===== src/rtl/atss_pkg.sv =====
// Package for the converter trigger source select block.
// Assumes a 32-bit classic Wishbone register bus and one system clock.
package atss_pkg;
    // ****************************************************************
    // Register map
    // ****************************************************************
    localparam logic [7:0] ATSS_SELECT_OFFSET = 8'h00;  // Trigger select register
    localparam logic [7:0] ATSS_STATUS_OFFSET = 8'h04;  // Trigger status register
    localparam logic [7:0] ATSS_TIMER_OFFSET  = 8'h08;  // Timer output trigger enable copy
    // ****************************************************************
    // Field layout and reset values
    // ****************************************************************
    localparam int         ATSS_SEQ0_LSB    = 0;          // Sequencer 0 field low bit
    localparam int         ATSS_SEQ1_LSB    = 4;          // Sequencer 1 field low bit
    localparam logic [3:0] ATSS_SEL_RESET   = 4'h0;       // Both fields reset to processor
    localparam logic       ATSS_TOTE_RESET  = 1'b0;       // Timer enable copy reset value
    localparam logic [31:0] ATSS_UNMAPPED   = 32'h00000000; // Read data for unmapped offsets
    // ****************************************************************
    // Source encoding
    // ****************************************************************
    typedef enum logic [3:0] {
        ATSS_SRC_PROC   = 4'h0,  // Processor request
        ATSS_SRC_CMP0   = 4'h1,  // Analog comparator 0
        ATSS_SRC_CMP1   = 4'h2,  // Analog comparator 1
        ATSS_SRC_CMP2   = 4'h3,  // Analog comparator 2
        ATSS_SRC_EXT    = 4'h4,  // External pin
        ATSS_SRC_TIMER  = 4'h5,  // Timer, gated by its enable
        ATSS_SRC_PWM0   = 4'h6,  // PWM generator 0
        ATSS_SRC_PWM1   = 4'h7,  // PWM generator 1
        ATSS_SRC_PWM2   = 4'h8,  // PWM generator 2
        ATSS_SRC_ALWAYS = 4'hf   // Continuous sampling
    } atss_src_t;
    // Bus state machine
    typedef enum logic [1:0] {
        ATSS_BUS_IDLE = 2'b01,  // Waiting for a request
        ATSS_BUS_ACK  = 2'b10   // Acknowledge driven this cycle
    } atss_bus_t;
endpackage


===== src/rtl/atss_src_if.sv =====
// Interface carrying the trigger events into each sequencer decoder.
// Assumes all event levels are already synchronous to CLK.
`timescale 1ns/1ps
interface atss_src_if;
    logic       proc;        // Processor request
    logic [2:0] cmp;         // Comparator events
    logic       ext;         // Synchronised external pin
    logic       timer;       // Timer trigger, already gated by its enable
    logic [2:0] pwm;         // PWM generator triggers
    modport src (output proc, output cmp, output ext, output timer, output pwm);
    modport dec (input proc, input cmp, input ext, input timer, input pwm);
endinterface // atss_src_if


===== src/rtl/atss_decode.sv =====
// One sequencer's trigger decoder: selects an event by the 4-bit field.
// Assumes the interface inputs are synchronous to the caller's clock.
`timescale 1ns/1ps
module atss_decode
    import atss_pkg::*;
(
    atss_src_if.dec   src,        // Trigger event bundle
    input wire logic [3:0] sel,   // Programmed selection field
    output logic      start       // Start event for this sequencer
);
    // ****************************************************************
    // Source multiplexer
    // ****************************************************************
    // Combinational choice; reserved codes yield no start at all
    always_comb
    begin
        start = 1'b0;
        unique case (sel)
            ATSS_SRC_PROC:   start = src.proc;
            ATSS_SRC_CMP0:   start = src.cmp[0];
            ATSS_SRC_CMP1:   start = src.cmp[1];
            ATSS_SRC_CMP2:   start = src.cmp[2];
            ATSS_SRC_EXT:    start = src.ext;
            ATSS_SRC_TIMER:  start = src.timer;
            ATSS_SRC_PWM0:   start = src.pwm[0];
            ATSS_SRC_PWM1:   start = src.pwm[1];
            ATSS_SRC_PWM2:   start = src.pwm[2];
            ATSS_SRC_ALWAYS: start = 1'b1;
            default:         start = 1'b0;
        endcase
    end
endmodule // atss_decode


===== src/rtl/atss_top.sv =====
// Trigger source select for sample sequencers 0 and 1.
// Assumes classic Wishbone slave access, one clock, synchronous reset.
// Comparator, timer and PWM events come from logic on CLK; the pin does not.
`timescale 1ns/1ps
module atss_top
    import atss_pkg::*;
(
    input  wire logic        CLK,              // System clock, 25 MHz
    input  wire logic        RESET,            // Synchronous reset, active high
    input  wire logic        WB_CYC_I,         // Bus cycle
    input  wire logic        WB_STB_I,         // Bus strobe
    input  wire logic        WB_WE_I,          // Write enable
    input  wire logic [7:0]  WB_ADR_I,         // Byte address
    input  wire logic [3:0]  WB_SEL_I,         // Byte lanes
    input  wire logic [31:0] WB_DAT_I,         // Write data
    output logic [31:0]      WB_DAT_O,         // Read data
    output logic             WB_ACK_O,         // Acknowledge
    input  wire logic        PROC_REQ,         // Processor start request (pulse)
    input  wire logic [2:0]  CMP_TRIG,         // Comparator trigger events
    input  wire logic        EXTERNAL_TRIGGER_PIN, // External trigger pin, async
    input  wire logic        TIMER_TRIG,       // Timer trigger event
    input  wire logic        TIMER_OUTPUT_TRIGGER_ENABLE, // Timer enable bit
    input  wire logic [2:0]  PWM_TRIG,         // PWM generator triggers
    output logic             SEQ0_START,       // Start sequencer 0
    output logic             SEQ1_START        // Start sequencer 1
);
    // ****************************************************************
    // Declarations
    // ****************************************************************
    logic [3:0]  seq0_trigger_select_reg;   // Sequencer 0 field
    logic [3:0]  seq0_trigger_select_next;
    logic [3:0]  seq1_trigger_select_reg;   // Sequencer 1 field
    logic [3:0]  seq1_trigger_select_next;
    logic [1:0]  pin_sync_reg;              // Pin synchroniser
    logic [1:0]  pin_sync_next;
    logic [1:0]  start_reg;                 // Registered starts
    logic [1:0]  start_next;
    logic [1:0]  start_comb;                // Decoder outputs
    logic [31:0] dat_reg;                   // Read data
    logic [31:0] dat_next;
    atss_bus_t   bus_reg;                   // Bus state
    atss_bus_t   bus_next;
    logic        req;                       // Live request
    logic        wr_lane0;                  // Write hits byte lane 0
    atss_src_if  src ();                    // Event bundle

    assign req      = WB_CYC_I & WB_STB_I;
    // Write lands on the ack edge, the only edge at which the master commits
    assign wr_lane0 = req & WB_WE_I & WB_SEL_I[0] & (bus_reg == ATSS_BUS_ACK)
                    & (WB_ADR_I == ATSS_SELECT_OFFSET);

    // ****************************************************************
    // Event bundle
    // ****************************************************************
    // Timer event is gated here so both decoders see the same qualified level
    assign src.proc  = PROC_REQ;
    assign src.cmp   = CMP_TRIG;
    assign src.ext   = pin_sync_reg[1];
    assign src.timer = TIMER_TRIG & TIMER_OUTPUT_TRIGGER_ENABLE;
    assign src.pwm   = PWM_TRIG;

    // ****************************************************************
    // Decoders
    // ****************************************************************
    atss_decode u_dec0 (
        .src   (src),
        .sel   (seq0_trigger_select_reg),
        .start (start_comb[0])
    );
    atss_decode u_dec1 (
        .src   (src),
        .sel   (seq1_trigger_select_reg),
        .start (start_comb[1])
    );

    // ****************************************************************
    // Next-state logic
    // ****************************************************************
    // Field writes take effect only on the acknowledged beat
    always_comb
    begin
        seq0_trigger_select_next = seq0_trigger_select_reg;
        seq1_trigger_select_next = seq1_trigger_select_reg;
        pin_sync_next = {pin_sync_reg[0], EXTERNAL_TRIGGER_PIN};
        start_next    = start_comb;
        dat_next      = dat_reg;
        bus_next      = bus_reg;
        if (wr_lane0)
        begin
            seq0_trigger_select_next = WB_DAT_I[ATSS_SEQ0_LSB +: 4];
            seq1_trigger_select_next = WB_DAT_I[ATSS_SEQ1_LSB +: 4];
        end
        unique case (bus_reg)
            ATSS_BUS_IDLE:
            begin
                if (req)
                begin
                    bus_next = ATSS_BUS_ACK;
                    // Read data prepared for the ack cycle
                    unique case (WB_ADR_I)
                        ATSS_SELECT_OFFSET: dat_next = {24'h000000,
                            seq1_trigger_select_reg, seq0_trigger_select_reg};
                        ATSS_STATUS_OFFSET: dat_next = {29'h00000000,
                            pin_sync_reg[1], start_reg};
                        ATSS_TIMER_OFFSET:  dat_next = {31'h00000000,
                            TIMER_OUTPUT_TRIGGER_ENABLE};
                        default:            dat_next = ATSS_UNMAPPED;
                    endcase
                end
            end
            ATSS_BUS_ACK:
            begin
                // Ack is one cycle; master drops strobe before next request
                bus_next = ATSS_BUS_IDLE;
            end
            default: bus_next = ATSS_BUS_IDLE;
        endcase
    end

    // ****************************************************************
    // Registers
    // ****************************************************************
    always_ff @(posedge CLK)
    begin
        if (RESET)
        begin
            seq0_trigger_select_reg <= ATSS_SEL_RESET;
            seq1_trigger_select_reg <= ATSS_SEL_RESET;
            pin_sync_reg <= 2'h0;
            start_reg    <= 2'h0;
            dat_reg      <= ATSS_UNMAPPED;
            bus_reg      <= ATSS_BUS_IDLE;
        end
        else
        begin
            seq0_trigger_select_reg <= seq0_trigger_select_next;
            seq1_trigger_select_reg <= seq1_trigger_select_next;
            pin_sync_reg <= pin_sync_next;
            start_reg    <= start_next;
            dat_reg      <= dat_next;
            bus_reg      <= bus_next;
        end
    end

    // ****************************************************************
    // Outputs
    // ****************************************************************
    assign WB_ACK_O   = (bus_reg == ATSS_BUS_ACK) & req;
    assign WB_DAT_O   = dat_reg;
    assign SEQ0_START = start_reg[0];
    assign SEQ1_START = start_reg[1];
endmodule // atss_top


===== config.mk =====
export PLATFORM = sky130hd
export DESIGN_NAME = atss_top
export DESIGN_NICKNAME = d
export VERILOG_FILES = /design/src/rtl/atss_pkg.sv /design/src/rtl/atss_src_if.sv /design/src/rtl/atss_decode.sv /design/src/rtl/atss_top.sv
export SDC_FILE = /design/constraint.sdc
export NUM_CORES = 1
export LEC_CHECK = 0
export BUFFER_PORTS_ARGS = -buffer_cell sky130_fd_sc_hd__buf_2
export CAP_MARGIN = 20
export CORE_ASPECT_RATIO = 1.5
export CORE_MARGIN = 5
export CORE_UTILIZATION = 35
export CTS_BUF_LIST = sky130_fd_sc_hd__clkbuf_16
export DETAILED_ROUTE_END_ITERATION = 10
export GPL_TIMING_DRIVEN = 1
export PLACE_DENSITY = 0.73
export SETUP_SLACK_MARGIN = 0.2
export SLEW_MARGIN = 10
export SYNTH_ARGS = -nofsm -noshare
export SYNTH_HDL_FRONTEND = slang
export SYNTH_SLANG_ARGS = --single-unit

===== constraint.sdc =====
create_clock -name CLK -period 3.1 [get_ports CLK]
set_clock_uncertainty 0.15 [all_clocks]
set_input_delay 0.155 -clock CLK [delete_from_list [all_inputs] [get_ports CLK]]
set_output_delay 0.155 -clock CLK [all_outputs]
set_load 0.1 [all_outputs]

==> reports/metrics.yaml <==
status:
  outcome: "complete, but fails checks"
  failed_checks: "negative hold slack"
yosys:
  synthAdderAreaFrac_pct: 0
  synth_top_family_by_area: "simple AND/OR/NAND/NOR gates"
  synth_area_sq_mm: 0.001279
  synth-main-ff-cell: "dfxtp_1"
  avgSynthCellArea_sq_um: 9.199
  synth.mux.area_fraction_pct: 10.96
  synth_compound_gate_area_share_pct: 13.60
  ys_seq_area_share_pct: 34.44
  synth_xor_area_share_pct: 0
  synthArstFlopShare_pct: 0
  synth_edf_count: 0
  ys_seq_elements: 22
  synthSimpleGateAreaFrac_pct: 23.09
  yosysWarnings: 0
  synthCells: 139
  ys_types: 28
clocking:
  cts_max_level: 1
  clock_latency_ns: 0.26
  tritoncts: "yes"
  path_clk_slew_ns: 0.06
  cts_buffer_depth: 2
  cts_root_buffer: "clkbuf_16"
  cts_made_buffers: 3
  cts.sinks: 22
critical_path:
  reg2reg_depth: 4
  crit_slowest_cell: "or2_2"
  cp.required_ns: 3.15
  cp_max_fo: 8
  critPathMaxStageDelay_ns: 0.44
  cp-end-kind: "register"
  path_cells: "nand4b_1 > or2_2 > nor3b_4 > a22o_1"
  startpoint_type: "register"
  worstPathArrival_ns: 1.82
  worstSetupPathType: "register to register"
power:
  sw_frac_of_total_pct: 31.83
  seq_power_share_pct: 34.3
  ir_worst_vdd_v: 0.0002488
  p_comb_share_pct: 22.8
  total_power_mw: 0.8383
  p_clk_share_pct: 42.8
  internal_power_mw: 0.5715
  p_sw_mw: 0.2668
  p_leak_nw: 0.7544
  powerDensity_mw_per_mm2: 545.2
floorplan:
  io_pins: 94
  core_sq_mm: 0.003615
  die_x_microns: 59.35
  initial_core_util_pct: 35.38
  die_area_sq_mm: 0.004987
  die_h_microns: 84.03
  rows: 27
sta:
  setup_viol: 0
  drv_slew: 0
  rsz0062_at_grt: "false"
  finalHoldViolCount: 1
  max_freq_mhz: 566.1
  finalSetupTns_ns: 0
  fin_ws_ns: 1.334
  holdWs_ns: -0.00007205
  finalCritPeriodShare_pct: 56.98
  period_needed_ns: 1.766
route:
  vias: 1041
  drt_iter0_markers: 20
  drt_wl_total_microns: 2750
  detail-route-antenna-nets: 0
  dr.pass1.iters: 4
  vias_per_cell: 4.668
  drc_errors: 0
  post_drt_wl_per_cell_microns: 12.33
finish:
  drive_gt1_share_pct: 28.33
  syn_to_final_growth_pct: 20.25
  n_antenna_cell: 0
  fin_area_sq_mm: 0.001538
  fin_cells: 223
  final_nets: 240
  final_cell_mix: "buf_2, conb_1, dfxtp_1"
  nFillCells: 377
  largest_reg_flops: 8
  final_common_cell: "buf_2"
global_routing:
  overflow: 0
  gr-usage-all-layers_pct: 10.82
  antenna_found_initial: 0
  grt_pass1_vias: 948
  grt_pass1_wl_microns: 4174
  grt_start_max_net_pins: 26
place:
  place_inst: 218
  pre_cts_ws_ns: 1.204
  post_dp_cell_area_sq_mm: 0.001423
  gp_congestion: 0.7032
  dpl.hpwl_microns: 2142
  port-buffer-count: 42
worst_hold_path:
  worst_hold_path_type: "input port to register"
  min_path_cells: 3
flow_run:
  max-cap-violations: 0
## power groups by stage
stage	Sequential [mW]	Combinational (mW)	Clock (mW)
3_3_place_gp	0.294	0.189	0
6_report	0.288	0.191	0.359
2_1_floorplan	0.304	0.173	0
4_1_cts	0.288	0.191	0.363
5_1_grt	0.288	0.199	0.380
3_5_place_dp	0.294	0.190	0
## through the flow
stage               hold slack [ns]  util (%)
finish                  -0.00007205     42.54
global route                0.01905     42.54
CTS                        0.001571     42.54
detailed placement           0.2274     39.36
global placement             0.2176     39.36
floorplan                    0.1332         -
## what timing repair did
| item | CTS | global route |
|---|---|---|
| hold endpoints to repair | 1 | 0 |
| resized for setup | 0 | 0 |
| hold buffers | 1 | 0 |
| setup buffers | 0 | 0 |
| endpoints found under the setup margin | 0 | 0 |
## Yosys cell counts, types with 2 or more instances
cell type / count / share of area (%)
nand2b_1: 19 / 9.3
nor2b_1: 4 / 2.0
a21oi_1: 7 / 2.7
clkbuf_1: 3 / 0.88
dfxtp_1: 22 / 34
nor3_1: 2 / 0.78
o31ai_1: 4 / 2.3
a22oi_1: 3 / 1.8
nand2_1: 2 / 0.59
nor2_1: 6 / 1.8
o22ai_1: 2 / 0.98
buf_4: 25 / 15
inv_1: 5 / 1.5
a211oi_1: 2 / 1.2
a22o_1: 5 / 3.4
mux2i_1: 14 / 11
o21ai_0: 3 / 1.2
## path summary, 6_finish.rpt
kind                                                  from                                       to  slack [ns]
worst min-delay path                           WB_DAT_I[3]  seq0_trigger_select_reg[3]$_SDFFE_PP0P_    -0.00007
worst max register to register     bus_reg[1]$_SDFFE_PP0N_                 WB_DAT_O[7]$_SDFFE_PP0P_        1.33
worst min register to register  pin_sync_reg[0]$_SDFF_PP0_               pin_sync_reg[1]$_SDFF_PP0_        0.28
worst max-delay path               bus_reg[1]$_SDFFE_PP0N_                 WB_DAT_O[7]$_SDFFE_PP0P_        1.33
## worst max-delay path: cells and delay by family (launching register included)
family             cells  cell delay [ns]
and+or+nand+nor        3             1.08
DFF                    1             0.30
AOI/OAI and AO/OA      1             0.17
## layer usage
layer | GRT usage (%) | wire [microns]
met4 | 6.186 | 61
met1 | 12.72 | 1028
met3 | 3.406 | 406
met2 | 16.72 | 1253
met5 | 0 | 0
## layout make-up
class	instances	area (sq um)	area share, %
flip-flops and latches	22	440.4	28.64
clock inverters	1	30.03	1.953
clock buffers	3	75.07	4.882
multi-input cells	106	699.4	45.48
well taps	43	53.80	3.499
repair buffers	43	220.2	14.32
inverters	5	18.77	1.221
## cell families after synthesis
family	Yosys count
simple gates	42
mux	14
other cells	1
buf+inv	34
flops	22
compound gates	26
Power figures use the tool's default switching activity.
